File: src/lrm_pkg.sv
// Package of constants and types for the link recovery exit and message check block
`default_nettype none
package lrm_pkg;
	localparam int unsigned CLK_HZ = 25000000;
	localparam int unsigned BUDGET_MS = 5;
	localparam int unsigned BUDGET_CYC = (CLK_HZ / 1000) * BUDGET_MS;
	localparam int unsigned ACK_TO_MIN_US = 100;
	localparam int unsigned ACK_TO_MAX_US = 200;
	localparam int unsigned ACK_TO_US = 150;
	localparam logic [15:0] ACK_TO_CYC = 16'((CLK_HZ / 1000000) * ACK_TO_US);
	localparam logic [15:0] ACK_TO_RST = 16'h0032;
	// AXI4-Lite register offsets
	localparam logic [7:0] REG_CTRL = 8'h00;
	localparam logic [7:0] REG_STATUS = 8'h04;
	localparam logic [7:0] REG_MSG = 8'h08;
	localparam logic [7:0] REG_ALERT = 8'h0c;
	localparam logic [7:0] REG_ACKTO = 8'h10;
	localparam logic [7:0] REG_SUPP = 8'h14;
	localparam logic [7:0] REG_ROUTES = 8'h18;
	// CTRL field positions
	localparam int unsigned CTRL_EXIT = 0;
	localparam int unsigned CTRL_EXTCAP = 1;
	localparam int unsigned CTRL_EXTEN = 2;
	localparam int unsigned CTRL_RESPONDER = 3;
	localparam int unsigned CTRL_MSGGO = 4;
	localparam int unsigned CTRL_CODE_LO = 8;
	localparam int unsigned CTRL_REPLY_OK = 5;
	localparam logic [31:0] CTRL_RST = 32'h0000_0008;
	localparam logic [31:0] SUPP_RST = 32'hffff_ffff;
	localparam logic [31:0] ROUTES_RST = 32'h0000_0001;
	// Alert codes (arbitrary values)
	localparam logic [7:0] unrecognised_msg_code = 8'h01;
	localparam logic [7:0] short_msg_code = 8'h02;
	localparam logic [7:0] BAD_ROUTE_CODE = 8'h03;
	localparam logic [7:0] TIMING_FAULT_CODE = 8'h04;
	localparam int unsigned NUM_CODES = 32;
	localparam logic [5:0] DEF_LEN = 6'h08;
	typedef enum logic [6:0] {
		EX_IDLE = 7'h01,
		EX_CLR_OPER = 7'h02,
		EX_EXT_OFF = 7'h04,
		EX_PRIV = 7'h08,
		EX_ALERT = 7'h10,
		EX_RESTART = 7'h20,
		EX_DONE = 7'h40
	} lrm_exit_t;
endpackage : lrm_pkg
`default_nettype wire

File: src/lrm_budget_if.sv
// Interface between the recovery timers and the main block
`default_nettype none
interface lrm_budget_if;
	logic lr_rx;
	logic lr_tx;
	logic lr_sent_seen;
	logic disabled;
	logic disable_char;
	logic enabled;
	logic [2:0] overrun;
	modport timer (input lr_rx, lr_tx, disabled, disable_char, enabled, output lr_sent_seen, overrun);
	modport user (output lr_rx, lr_tx, disabled, disable_char, enabled, input lr_sent_seen, overrun);
endinterface : lrm_budget_if
`default_nettype wire

File: src/lrm_budget.sv
// Three 5 ms recovery path budget counters
`default_nettype none
module lrm_budget (
	input wire logic aclk, // Clock
	input wire logic aresetn, // Sync reset, active low
	lrm_budget_if.timer bi // Recovery events
);
	typedef struct packed {
		logic [2:0] run;
		logic [2:0][22:0] cnt;
		logic rx_seen;
		logic tx_seen;
		logic dis_seen;
		logic loc_dis;
		logic [2:0] ovr;
	} lrm_bud_t;
	lrm_bud_t s_q, s_d;
	logic [2:0] start, stop;
	always_comb
	begin
		s_d = s_q;
		if (bi.lr_rx)
			s_d.rx_seen = 1'b1;
		if (bi.lr_tx)
			s_d.tx_seen = 1'b1;
		if (bi.disable_char)
			s_d.dis_seen = 1'b1;
		if (bi.disabled)
			s_d.loc_dis = 1'b1;
		if (bi.enabled)
		begin
			s_d.rx_seen = 1'b0;
			s_d.tx_seen = 1'b0;
			s_d.dis_seen = 1'b0;
			s_d.loc_dis = 1'b0;
		end
		// Path 0: rx reset to tx reset
		start[0] = bi.lr_rx;
		stop[0] = bi.lr_tx;
		// Path 1: later of both reset frames to disable
		start[1] = (bi.lr_rx | s_q.rx_seen) & (bi.lr_tx | s_q.tx_seen) & ~s_q.loc_dis;
		stop[1] = bi.disabled;
		// Path 2: later of disable chars and local disable to enable
		start[2] = (bi.disable_char | s_q.dis_seen) & (bi.disabled | s_q.loc_dis);
		stop[2] = bi.enabled;
		for (int i = 0; i < 3; i++)
		begin
			if (stop[i])
				s_d.run[i] = 1'b0;
			else if (start[i] & ~s_q.run[i] & ~(i == 1 && s_q.run[1]))
			begin
				s_d.run[i] = 1'b1;
				s_d.cnt[i] = 23'h0;
			end
			if (s_q.run[i] & ~stop[i])
			begin
				if (s_q.cnt[i] == 23'(lrm_pkg::BUDGET_CYC - 1))
				begin
					s_d.ovr[i] = 1'b1;
					s_d.run[i] = 1'b0;
				end
				else
					s_d.cnt[i] = s_q.cnt[i] + 23'h1;
			end
		end
		if (stop[2])
			s_d.ovr = 3'h0;
		if (!aresetn)
			s_d = '0;
	end
	always_ff @(posedge aclk)
		s_q <= s_d;
	assign bi.overrun = s_q.ovr;
	assign bi.lr_sent_seen = s_q.tx_seen;
endmodule : lrm_budget
`default_nettype wire

File: src/lrm_top.sv
// Recovery exit sequencer, management message checker and AXI4-Lite registers
//
// Local design decisions: the placing of the registers and the AXI4-Lite register port.
`default_nettype none
module lrm_top (
	input wire logic aclk, // Clock, 25 MHz
	input wire logic aresetn, // Sync reset, active low
	input wire logic lr_rx_pulse, // Link reset frame received
	input wire logic lr_tx_pulse, // Link reset frame sent
	input wire logic port_disabled, // Port entered disabled state
	input wire logic disable_char, // Disable characters detected
	input wire logic port_enabled, // Port entered enabled state
	input wire logic [7:0] exit_code, // Alert code of the current recovery exit
	input wire logic [31:0] s_axi_awaddr, // AXI write address
	input wire logic s_axi_awvalid, // AXI
	output logic s_axi_awready, // AXI
	input wire logic [31:0] s_axi_wdata, // AXI
	input wire logic [3:0] s_axi_wstrb, // AXI
	input wire logic s_axi_wvalid, // AXI
	output logic s_axi_wready, // AXI
	output logic [1:0] s_axi_bresp, // AXI
	output logic s_axi_bvalid, // AXI
	input wire logic s_axi_bready, // AXI
	input wire logic [31:0] s_axi_araddr, // AXI
	input wire logic s_axi_arvalid, // AXI
	output logic s_axi_arready, // AXI
	output logic [31:0] s_axi_rdata, // AXI
	output logic [1:0] s_axi_rresp, // AXI
	output logic s_axi_rvalid, // AXI
	input wire logic s_axi_rready, // AXI
	output logic port_usable, // Operational flag
	output logic ext_dist_en, // Long-distance option on
	output logic [15:0] ack_timeout_cyc, // Acknowledge time-out in cycles
	output logic privileged, // Transmitter drops application frames
	output logic alert_valid, // One-cycle request to the alert process
	output logic [7:0] alert_code, // Alert code with alert_valid
	output logic port_restart, // One-cycle port restart request
	output logic reply_en, // One-cycle: message may be answered
	output logic timing_fault // A 5 ms budget overran
);
	typedef struct packed {
		lrm_pkg::lrm_exit_t ex;
		logic in_exit;
		logic usable;
		logic ext_en;
		logic [15:0] ackto;
		logic priv;
		logic aval;
		logic [7:0] acode;
		logic restart;
		logic reply;
		logic tfault;
		logic [7:0] exit_code;
		logic [31:0] ctrl;
		logic [31:0] supp;
		logic [31:0] routes;
		logic [31:0] msg;
		logic [7:0] last_alert;
		logic aw_ok;
		logic [7:0] awaddr;
		logic w_ok;
		logic [31:0] wdata;
		logic bvalid;
		logic [1:0] bresp;
		logic rvalid;
		logic [31:0] rdata;
		logic [1:0] rresp;
	} lrm_state_t;
	lrm_state_t s_q, s_d;
	lrm_budget_if bi ();
	assign bi.lr_rx = lr_rx_pulse;
	assign bi.lr_tx = lr_tx_pulse;
	assign bi.disabled = port_disabled;
	assign bi.disable_char = disable_char;
	assign bi.enabled = port_enabled;
	lrm_budget u_budget (
		.aclk(aclk),
		.aresetn(aresetn),
		.bi(bi)
	);
	// Message field unpacking: msg register = {len[13:8], frame_ok[14], known[15], route[20:16], code[4:0]}
	logic [4:0] m_code;
	logic [5:0] m_len;
	logic m_frame_ok;
	logic m_known;
	logic [4:0] m_route;
	logic alert_fire;
	logic [7:0] alert_fire_code;
	logic [7:0] rd;
	logic [31:0] rword;
	assign m_code = s_q.msg[4:0];
	assign m_len = s_q.msg[13:8];
	assign m_frame_ok = s_q.msg[14];
	assign m_known = s_q.msg[15];
	assign m_route = s_q.msg[20:16];
	always_comb
	begin
		s_d = s_q;
		s_d.aval = 1'b0;
		s_d.restart = 1'b0;
		s_d.reply = 1'b0;
		alert_fire = 1'b0;
		alert_fire_code = 8'h00;
		if (|bi.overrun)
			s_d.tfault = 1'b1;
		// Exit sequence; a new exit request is ignored while one runs
		case (s_q.ex)
			lrm_pkg::EX_IDLE:
				if (s_q.ctrl[lrm_pkg::CTRL_EXIT])
				begin
					s_d.exit_code = exit_code;
					s_d.in_exit = 1'b1;
					s_d.ex = lrm_pkg::EX_CLR_OPER;
				end
			lrm_pkg::EX_CLR_OPER:
			begin
				s_d.usable = 1'b0;
				s_d.ex = lrm_pkg::EX_EXT_OFF;
			end
			lrm_pkg::EX_EXT_OFF:
			begin
				if (s_q.ctrl[lrm_pkg::CTRL_EXTCAP])
				begin
					s_d.ext_en = 1'b0;
					s_d.ackto = lrm_pkg::ACK_TO_CYC;
				end
				s_d.ex = lrm_pkg::EX_PRIV;
			end
			lrm_pkg::EX_PRIV:
			begin
				s_d.priv = 1'b1;
				s_d.ex = lrm_pkg::EX_ALERT;
			end
			lrm_pkg::EX_ALERT:
			begin
				alert_fire = 1'b1;
				alert_fire_code = s_q.exit_code;
				s_d.ex = lrm_pkg::EX_RESTART;
			end
			lrm_pkg::EX_RESTART:
			begin
				s_d.restart = 1'b1;
				s_d.ex = lrm_pkg::EX_DONE;
			end
			lrm_pkg::EX_DONE:
			begin
				s_d.in_exit = 1'b0;
				s_d.ex = lrm_pkg::EX_IDLE;
			end
			default:
				s_d.ex = lrm_pkg::EX_IDLE;
		endcase
		// Message check, ordered; exit alert has priority, message waits one cycle
		if (s_q.ctrl[lrm_pkg::CTRL_MSGGO] && !alert_fire)
		begin
			s_d.ctrl[lrm_pkg::CTRL_MSGGO] = 1'b0;
			if (!m_known)
			begin
				alert_fire = 1'b1;
				alert_fire_code = lrm_pkg::unrecognised_msg_code;
			end
			else if (!s_q.supp[m_code] || !m_frame_ok)
			begin
				alert_fire = 1'b1;
				alert_fire_code = lrm_pkg::unrecognised_msg_code;
			end
			else if (m_len < lrm_pkg::DEF_LEN)
			begin
				alert_fire = 1'b1;
				alert_fire_code = lrm_pkg::short_msg_code;
			end
			else if (!s_q.routes[m_route])
			begin
				alert_fire = s_q.ctrl[lrm_pkg::CTRL_RESPONDER];
				alert_fire_code = lrm_pkg::BAD_ROUTE_CODE;
			end
			else
				s_d.reply = 1'b1;
		end
		if (alert_fire)
		begin
			s_d.aval = 1'b1;
			s_d.acode = alert_fire_code;
			s_d.last_alert = alert_fire_code;
		end
		// Exit request bit self-clears once the sequence has taken it
		if (s_q.ex == lrm_pkg::EX_IDLE)
			s_d.ctrl[lrm_pkg::CTRL_EXIT] = 1'b0;
		// AXI4-Lite write
		if (s_axi_awvalid && !s_q.aw_ok && !s_q.bvalid)
		begin
			s_d.aw_ok = 1'b1;
			s_d.awaddr = s_axi_awaddr[7:0];
		end
		if (s_axi_wvalid && !s_q.w_ok && !s_q.bvalid)
		begin
			s_d.w_ok = 1'b1;
			s_d.wdata = s_axi_wdata;
		end
		if (s_q.aw_ok && s_q.w_ok)
		begin
			s_d.aw_ok = 1'b0;
			s_d.w_ok = 1'b0;
			s_d.bvalid = 1'b1;
			s_d.bresp = 2'b00;
			case (s_q.awaddr)
				lrm_pkg::REG_CTRL:
				begin
					s_d.ctrl = s_q.wdata;
					// Hardware-owned exit bit: a write cannot re-enter a running sequence
					if (s_q.ex != lrm_pkg::EX_IDLE)
						s_d.ctrl[lrm_pkg::CTRL_EXIT] = 1'b0;
					s_d.ext_en = s_q.wdata[lrm_pkg::CTRL_EXTEN];
				end
				lrm_pkg::REG_STATUS:
				begin
					// Write one to clear the timing fault; ignored while any budget overrun flag is still set
					if (s_q.wdata[4] && ~|bi.overrun)
						s_d.tfault = 1'b0;
					if (s_q.wdata[0])
						s_d.usable = 1'b1;
					if (s_q.wdata[2])
						s_d.priv = 1'b0;
				end
				lrm_pkg::REG_MSG: s_d.msg = s_q.wdata;
				lrm_pkg::REG_ACKTO: s_d.ackto = s_q.wdata[15:0];
				lrm_pkg::REG_SUPP: s_d.supp = s_q.wdata;
				lrm_pkg::REG_ROUTES: s_d.routes = s_q.wdata;
				default: s_d.bresp = 2'b10;
			endcase
		end
		if (s_q.bvalid && s_axi_bready)
			s_d.bvalid = 1'b0;
		// AXI4-Lite read
		rd = s_axi_araddr[7:0];
		rword = 32'h0;
		case (rd)
			lrm_pkg::REG_CTRL: rword = s_q.ctrl;
			lrm_pkg::REG_STATUS: rword = {24'h0, 3'h0, s_q.tfault, s_q.in_exit, s_q.priv,
				s_q.ext_en, s_q.usable};
			lrm_pkg::REG_MSG: rword = s_q.msg;
			lrm_pkg::REG_ALERT: rword = {24'h0, s_q.last_alert};
			lrm_pkg::REG_ACKTO: rword = {16'h0, s_q.ackto};
			lrm_pkg::REG_SUPP: rword = s_q.supp;
			lrm_pkg::REG_ROUTES: rword = s_q.routes;
			default: rword = 32'h0;
		endcase
		if (s_axi_arvalid && !s_q.rvalid)
		begin
			s_d.rvalid = 1'b1;
			s_d.rdata = rword;
			s_d.rresp = (rd == lrm_pkg::REG_CTRL || rd == lrm_pkg::REG_STATUS
				|| rd == lrm_pkg::REG_MSG || rd == lrm_pkg::REG_ALERT
				|| rd == lrm_pkg::REG_ACKTO || rd == lrm_pkg::REG_SUPP
				|| rd == lrm_pkg::REG_ROUTES) ? 2'b00 : 2'b10;
		end
		else if (s_q.rvalid && s_axi_rready)
			s_d.rvalid = 1'b0;
		if (!aresetn)
		begin
			s_d = '0;
			s_d.ex = lrm_pkg::EX_IDLE;
			s_d.usable = 1'b1;
			s_d.ackto = lrm_pkg::ACK_TO_RST;
			s_d.ctrl = lrm_pkg::CTRL_RST;
			s_d.supp = lrm_pkg::SUPP_RST;
			s_d.routes = lrm_pkg::ROUTES_RST;
		end
	end
	always_ff @(posedge aclk)
		s_q <= s_d;
	assign s_axi_awready = s_axi_awvalid && !s_q.aw_ok && !s_q.bvalid;
	assign s_axi_wready = s_axi_wvalid && !s_q.w_ok && !s_q.bvalid;
	assign s_axi_bvalid = s_q.bvalid;
	assign s_axi_bresp = s_q.bresp;
	assign s_axi_arready = s_axi_arvalid && !s_q.rvalid;
	assign s_axi_rvalid = s_q.rvalid;
	assign s_axi_rdata = s_q.rdata;
	assign s_axi_rresp = s_q.rresp;
	assign port_usable = s_q.usable;
	assign ext_dist_en = s_q.ext_en;
	assign ack_timeout_cyc = s_q.ackto;
	assign privileged = s_q.priv;
	assign alert_valid = s_q.aval;
	assign alert_code = s_q.acode;
	assign port_restart = s_q.restart;
	assign reply_en = s_q.reply;
	assign timing_fault = s_q.tfault;
endmodule : lrm_top
`default_nettype wire

File: config.mk
export PLATFORM = sky130hd
export DESIGN_NAME = lrm_top
export DESIGN_NICKNAME = d
export VERILOG_FILES = /design/src/lrm_pkg.sv /design/src/lrm_budget_if.sv /design/src/lrm_budget.sv /design/src/lrm_top.sv
export SDC_FILE = /design/constraint.sdc
export NUM_CORES = 1
export LEC_CHECK = 0
export BUFFER_PORTS_ARGS = -buffer_cell sky130_fd_sc_hd__buf_2
export CORE_MARGIN = 4
export CORE_UTILIZATION = 58
export DETAILED_ROUTE_END_ITERATION = 7
export PLACE_DENSITY = 0.86
export SYNTH_ARGS = -nofsm -noshare
export SYNTH_HDL_FRONTEND = slang
export SYNTH_SLANG_ARGS = --single-unit
File: constraint.sdc
create_clock -name aclk -period 2.65 [get_ports aclk]
set_clock_uncertainty 0.1 [all_clocks]
set_input_delay 0.6625 -clock aclk [delete_from_list [all_inputs] [get_ports aclk]]
set_output_delay 0.6625 -clock aclk [all_outputs]
set_load 0.005 [all_outputs]
==> impl_metrics.toml, run 1 <==
[synth]
ys.warnings.count = 0
synthesis.area_sq_um = 14390
yosys.cell_types.count = 72
synth_async_sr_flop_share_pct = 0
seq_area_frac_synth_pct = 46.19
post_synth_inst_count = 1751
synth_edf_count = 0
synth_top_area_cell = "sky130_fd_sc_hd__dfxtp_1"
synth_mux_area_share_pct = 4.617
synth_top_family_by_area = "simple AND/OR/NAND/NOR gates"
synth_compound_gate_area_share_pct = 15.99
yosys_register_bits = 332
ys_top_cells_by_area = "sky130_fd_sc_hd__dfxtp_1 46%, sky130_fd_sc_hd__nand2_1 9.9%, sky130_fd_sc_hd__a21oi_1 7.7%, sky130_fd_sc_hd__nor2_1 4.6%, sky130_fd_sc_hd__a22oi_1 3.7%"
synthSimpleGateAreaFrac_pct = 23.97
synth_top_area_share_pct = 46.19
post_synth_xor_xnor_area_pct = 2.191
yosys_most_used_dff = "sky130_fd_sc_hd__dfxtp_1"
synthesis.area_per_instance_sq_um = 8.217
adder_and_majority_cell_fraction_of_the_synthesized_area_pct = 0.2609

[setup_path]
reg2reg_to = "s_q[80]"
critPathCaptureType = "register"
cp_startpoint_kind = "register"
crit_fanout = 8
ff2ff_setup_slack_ns = 0.07
rr_startpoint = "m_code[1]"
critPathKind = "register to register"
arrival_ns = 2.90
timing.reg2reg.worst_path_depth = 8
worst_ep_required_time_ns = 2.97

[global_route]
antenna_found_initial = 0
pin_count_of_the_biggest_net_entering_global_routing = 66
overflow = 0
overall_routing_resource_usage_pct = 28.15
grt_first_pass_wirelength_um = 63000
grt_pass1_vias = 12286

[power_and_ir_drop]
post_layout_total_power_mw = 10.28
ir_worst_vdd_v = 0.0003903
cell_leakage_power_nw = 5.954
pwr_per_cell_area_nw_per_um2 = 633.5

[sta]
unrepaired_setup_endpoints_after_global_routing = "true"
slew-limit-headroom_pct = 52.43
final_max_tran_viols = 0
finalWorstPathRequiredPeriod_ns = 2.584
tightestPinTransition_ns = 0.7109
fin_hold_ws_ns = 0.2835
timing_hold_violations_final = 0
finish_stage_setup_viols = 0
min_period_over_period_pct = 97.52
fin_tns_setup_ns = 0
timing.fmax_mhz = 387.0

[floorplan]
num_io_pins = 192
horizontal_die_dimension_um = 165.5
die_y_um = 165.5
die_area_sq_um = 27390
floorplan.initialDensity_pct = 58.99
rows = 57
design.core.area_sq_um = 24390

[cts]
cts-root-to-sink-buffers = 3
worstSkewPairLatency_ns = 0.51
clkSinkCount = 332
clock_root_buffer = "sky130_fd_sc_hd__clkbuf_16"
ctsHoldBuffers = 0
clock_tree_from_tritoncts = "yes"
number_of_buffers_created_by_cts = 35
clock_tree.htree_level_count = 2
clkSlewWorstSetupHoldPaths_ns = 0.06

[route]
routed_wirelength_um = 39470
route.detailed.drc = 1
drt-vias-per-instance = 6.115
routed-via-count = 13189
number_of_nets_still_failing_antenna_checks_after_routing = 0
drt-wirelength-per-cell_um = 18.30
drt_first_pass_iters = 8
detailed_route_iter0_violations = 2004

[job]
max-cap-violations = 0

[min_path]
hold_end = "s_q[46]"
count_of_cells_along_the_worst_hold_path = 3
timing.hold.worst.class = "input port to register"
hold_path_start = "s_axi_wdata[8]"

[placement]
globalplace.congestion = 0.8944
detailed_place_hpwl_um = 25440
portBuffers = 137

[final_layout]
n_fill_cell = 1900
fraction_of_final_layout_cells_with_drive_strength_greater_than_1_pct = 15.60
numnets_final = 1934
most-common-layout-cells = "380 x sky130_fd_sc_hd__nand2_1, 330 x sky130_fd_sc_hd__dfxtp_1, 220 x sky130_fd_sc_hd__a21oi_1, 171 x sky130_fd_sc_hd__nor2_1, 137 x sky130_fd_sc_hd__buf_2"
mostFrequentLayoutCell = "sky130_fd_sc_hd__nand2_1"
syn2layout_area_growth_pct = 12.76
insertedDiodeCount = 0

[run_status]
outcome = "finished, violations left"
violations = "DRC"
[kinds of logic (layout without fill, tap and decap cells)]
group | Yosys count | in the layout
buf+inv | 181 | 262
other cells | 1 | 2
xor+xnor | 36 | 36
simple gates | 781 | 781
fa+ha+maj | 3 | 3
compound gates | 373 | 373
flops | 332 | 332
mux | 44 | 44
[final cells by class]
cell class	instances	area [sq um]	share of cell area [%]
Clock buffer	49	978.4	6.031
Clock inverter	10	107.6	0.6632
Timing Repair Buffer	190	1221	7.527
Tap cell	324	405.4	2.499
Multi-Input combinational cell	1239	6809	41.97
Inverter	13	53.80	0.3316
Sequential cell	332	6649	40.98
[how the worst max path moves through the flow]
stage	startpoint	to	slack [ns]	cells past startpoint
3_3_place_gp	m_route[0]	s_q[84]	0.12	9
2_1_floorplan	s_axi_araddr[3]	s_axi_rdata[2]	0.33	7
3_5_place_dp	m_route[0]	s_q[86]	0.08	9
5_1_grt	m_route[0]	s_q[80]	-0.02	9
6_report	m_code[1]	s_q[80]	0.07	8
4_1_cts	m_route[0]	s_q[85]	0.02	9
[flip-flops by register name, indices dropped and copies added (netlist names), 3 cells and up]
register,flops
ack_timeout_cyc,16
m_code,5
m_len,6
m_route,5
s_axi_rdata,32
s_q,176
u_budget.bi.overrun,3
u_budget.s_q,75
[repair_timing]
action / 4_1_cts / 5_1_grt
endpoints found under the setup margin: 0 / 7
setup buffers: 0 / 1
gates resized for setup: 0 / 8
[routing by layer]
metal  up-vias  part of all wire (%)  GRT usage, %
li1       6165                     -             -
met1      6132                    39         36.33
met2       751                    46         45.47
met3       141                    11         6.602
met4         0                   4.3         11.85
met5         -                     0             0
[power breakdown]
part           internal (mW)  switching (mW)  total [mW]
clock                   2.77            1.94        4.71
sequential              5.05          0.0869        5.14
combinational          0.148           0.282       0.430
total                   7.97            2.31        10.3
[through the flow]
stage / utilization (%) / worst slack, ns / cell area (sq um) / cells
2_1_floorplan: - / 0.3347 / 14390 / 1752
3_3_place_gp: 61.95 / 0.1200 / 15110 / 2097
3_5_place_dp: 61.95 / 0.07963 / 15110 / 2097
4_1_cts: 66.41 / 0.01687 / 16200 / 2156
5_1_grt: 66.52 / -0.01530 / 16220 / 2157
6_report: 66.52 / 0.06584 / 16220 / 2157
[worst max-delay path, cell delays in order (launching register included)]
cell and delay [ns]:
sky130_fd_sc_hd__dfxtp_1 0.57, sky130_fd_sc_hd__mux4_2 0.55, sky130_fd_sc_hd__mux2i_1 0.17, sky130_fd_sc_hd__nand3b_1 0.12, sky130_fd_sc_hd__nand4_1 0.22, sky130_fd_sc_hd__o31a_1 0.29
sky130_fd_sc_hd__buf_4 0.18, sky130_fd_sc_hd__nor3_2 0.05, sky130_fd_sc_hd__a311oi_2 0.23
[cell usage after synthesis, types with 9 or more instances]
cell                       instances
sky130_fd_sc_hd__o21ai_0          15
sky130_fd_sc_hd__a222oi_1         13
sky130_fd_sc_hd__nand2b_1         13
sky130_fd_sc_hd__dfxtp_1         332
sky130_fd_sc_hd__mux2i_1          21
sky130_fd_sc_hd__a21oi_1         220
sky130_fd_sc_hd__a31oi_1           9
sky130_fd_sc_hd__nand4_1          25
sky130_fd_sc_hd__buf_4            63
sky130_fd_sc_hd__mux4_2           12
sky130_fd_sc_hd__nand3_1          77
sky130_fd_sc_hd__xor2_1           24
sky130_fd_sc_hd__a22oi_1          71
sky130_fd_sc_hd__nor3_1           26
sky130_fd_sc_hd__nor2_1          177
sky130_fd_sc_hd__clkbuf_1         86
sky130_fd_sc_hd__xnor2_1          12
sky130_fd_sc_hd__nand2_1         380
sky130_fd_sc_hd__and3_1            9
sky130_fd_sc_hd__nor4_1           17
sky130_fd_sc_hd__buf_2            10
sky130_fd_sc_hd__inv_1            12
Note: power is estimated with default switching activity, not from simulation.
==> inputs of run 2 (changes only) <==
SYNTH_HIERARCHICAL = 1   (was default)
==> run 2 against run 1 <==
The flow now finishes without violations. Clock power grew 7.0%. Worst setup slack lost 0.044 ns. Non-clock buffer count grew 16. Hold slack lost 0.0033 ns. Core utilization grew 0.66 points. Combinational power grew 15%. Flip-flop and latch count is the same. Sequential share of layout area shrank 1.8 points. Sequential power is essentially flat. Maximum frequency shrank 1.7%.
==> impl_metrics.toml, run 2 <==
[route]
drt-vias-per-instance = 6.179
drt_first_pass_iters = 7
number_of_nets_still_failing_antenna_checks_after_routing = 0
routed-via-count = 13891
route.detailed.drc = 0
drt-wirelength-per-cell_um = 18.61
routed_wirelength_um = 41830
detailed_route_iter0_violations = 1366

[sta]
min_period_over_period_pct = 99.16
timing_hold_violations_final = 0
finish_stage_setup_viols = 0
finalWorstPathRequiredPeriod_ns = 2.628
finalWorstSetupSlack_ns = 0.02213
tightestPinTransition_ns = 1.131
slew-limit-headroom_pct = 24.60
final_max_tran_viols = 0
unrepaired_setup_endpoints_after_global_routing = "true"
fin_tns_setup_ns = 0
timing.fmax_mhz = 380.5

[cts]
worstSkewPairLatency_ns = 0.52
clkSlewWorstSetupHoldPaths_ns = 0.06
ctsHoldBuffers = 0
clock_root_buffer = "sky130_fd_sc_hd__clkbuf_16"
cts-root-to-sink-buffers = 3
number_of_buffers_created_by_cts = 36
clock_tree_from_tritoncts = "yes"
postCtsSetupRepairBufs = 0
clkSinkCount = 332
clock_tree.htree_level_count = 2

[final_layout]
largest_reg_flops = 176
insertedDiodeCount = 0
max_flop_register = "s_q"
mostFrequentLayoutCell = "sky130_fd_sc_hd__nand2_1"
numnets_final = 2017
fraction_of_final_layout_cells_with_drive_strength_greater_than_1_pct = 16.37
most-common-layout-cells = "390 x sky130_fd_sc_hd__nand2_1, 331 x sky130_fd_sc_hd__dfxtp_1, 211 x sky130_fd_sc_hd__a21oi_1, 139 x sky130_fd_sc_hd__nor2_1, 137 x sky130_fd_sc_hd__buf_2"
syn2layout_area_growth_pct = 13.65
final-instance-count-excl-fill = 2248
n_fill_cell = 1999
postLayoutCellArea_sq_um = 16970

[floorplan]
die_y_um = 168.4
horizontal_die_dimension_um = 168.4
num_io_pins = 192
floorplan.initialDensity_pct = 59.11
die_area_sq_um = 28370
rows = 58
design.core.area_sq_um = 25250

[synth]
synth_top_area_share_pct = 44.52
synth_common_cells = "390 x sky130_fd_sc_hd__nand2_1, 332 x sky130_fd_sc_hd__dfxtp_1, 211 x sky130_fd_sc_hd__a21oi_1"
synthesis.area_per_instance_sq_um = 8.184
yosys.cell_types.count = 85
synthesis.area_sq_um = 14930
ys.warnings.count = 6
post_synth_inst_count = 1824
synthMostInstantiatedCell = "sky130_fd_sc_hd__nand2_1"
synth_edf_count = 0
yosys_most_used_dff = "sky130_fd_sc_hd__dfxtp_1"
synth_async_sr_flop_share_pct = 0
synth_top_area_cell = "sky130_fd_sc_hd__dfxtp_1"
ys_top_cells_by_area = "sky130_fd_sc_hd__dfxtp_1 45%, sky130_fd_sc_hd__nand2_1 9.8%, sky130_fd_sc_hd__a21oi_1 7.1%, sky130_fd_sc_hd__nor2_1 3.5%, sky130_fd_sc_hd__mux2i_1 3.4%"
yosys_register_bits = 332
seq_area_frac_synth_pct = 44.52

[global_route]
overflow = 0
antenna_found_initial = 0
pin_count_of_the_biggest_net_entering_global_routing = 62
overall_routing_resource_usage_pct = 28.44
grt_pass1_vias = 13432
grt_first_pass_wirelength_um = 67400

[min_path]
hold_path_start = "s_axi_wdata[7]"
timing.hold.worst.class = "input port to register"

[setup_path]
cp_startpoint_kind = "register"
critical_path.startpoint = "m_route[1]"
worst_ep_required_time_ns = 2.96
arrival_ns = 2.94
critPathCaptureType = "register"
crit_fanout = 8
critPathKind = "register to register"
rr_startpoint = "m_route[1]"

[placement]
globalplace.congestion = 0.9347
number_of_cells_in_the_design_after_placement = 2186
detailed_place_hpwl_um = 28320
place_area_sq_um = 15770
place_worst_setup_slack_ns = -0.1259
portBuffers = 137

[power_and_ir_drop]
ir_worst_vdd_v = 0.0004771
cell_leakage_power_nw = 6.363
post_layout_total_power_mw = 10.67
pwr_per_cell_area_nw_per_um2 = 628.8

[run_status]
outcome = "finished clean"

[job]
max-cap-violations = 0
-- run 2: changes by cell type in the layout (fill, tap and decap cells not counted), sizes merged, moves of 13 or more --
| cell | delta |
|---|---|
| xor2 | -16 |
| o21ai | +13 |
| nor2 | -37 |
| mux2i | +29 |
| buf | +16 |
-- run 2: area by class of cell --
type | instances | area (sq um) | share of cell area [%]
well taps | 330 | 412.9 | 2.434
multi-input cells | 1300 | 7298 | 43.02
flip-flops and latches | 332 | 6648 | 39.18
inverters | 18 | 72.57 | 0.4277
clock inverters | 7 | 90.09 | 0.5310
repair buffers | 206 | 1341 | 7.906
clock buffers | 55 | 1104 | 6.504
-- run 2: what timing repair did --
action,CTS,global route
pin swaps,1,2
endpoints found under the setup margin,2,10
resized for setup,0,4
-- run 2: per-stage QoR --
step | hold WS [ns] | util, %
after global placement | 0.3379 | 62.46
after global routing | 0.2872 | 67.18
after detailed placement | 0.3456 | 62.46
after floorplan | 0.3332 | -
after CTS | 0.2688 | 67.19
final | 0.2802 | 67.18
-- run 2: logic make-up (layout without fill, tap and decap cells) --
family          after synthesis  count (layout)  synth area share [%]
simple gates                805             805                 24.83
buf+inv                     193             286                 6.646
mux                          71              71                 5.666
fa+ha+maj                     3               3                0.2515
xor+xnor                     14              14                0.8214
other cells                   1               2               0.02512
flops                       332             332                 44.52
compound gates              405             405                 17.23
-- run 2: worst max-delay path, stage by stage (launching register included) --
cell and delay (ns):
sky130_fd_sc_hd__dfxtp_1 0.44, sky130_fd_sc_hd__buf_4 0.25, sky130_fd_sc_hd__mux2i_1 0.29, sky130_fd_sc_hd__a22oi_1 0.12, sky130_fd_sc_hd__nand2_1 0.08, sky130_fd_sc_hd__o21ai_0 0.16
sky130_fd_sc_hd__o31ai_2 0.62, sky130_fd_sc_hd__nand2_4 0.15, sky130_fd_sc_hd__a32o_1 0.30
-- run 2: power by group --
part | internal [mW] | switching, mW
Combinational | 0.180 | 0.313
Clock | 3.05 | 1.98
Sequential | 5.05 | 0.0842
-- run 2: final timing paths --
check	to	slack [ns]	depth (start not counted)
setup / recovery	s_q[86]	0.02	8
hold / removal	s_q[45]	0.28	3
setup reg to reg	s_q[86]	0.02	8
hold reg to reg	s_q[111]	0.36	2
-- run 2: metal layers --
layer	share of wire, %	global-route usage [%]	vias to the layer above
met2	46	46.75	744
li1	-	-	6509
met5	0	0	-
met3	10	6.246	144
met1	40	36.55	6494
met4	3.8	11.33	0
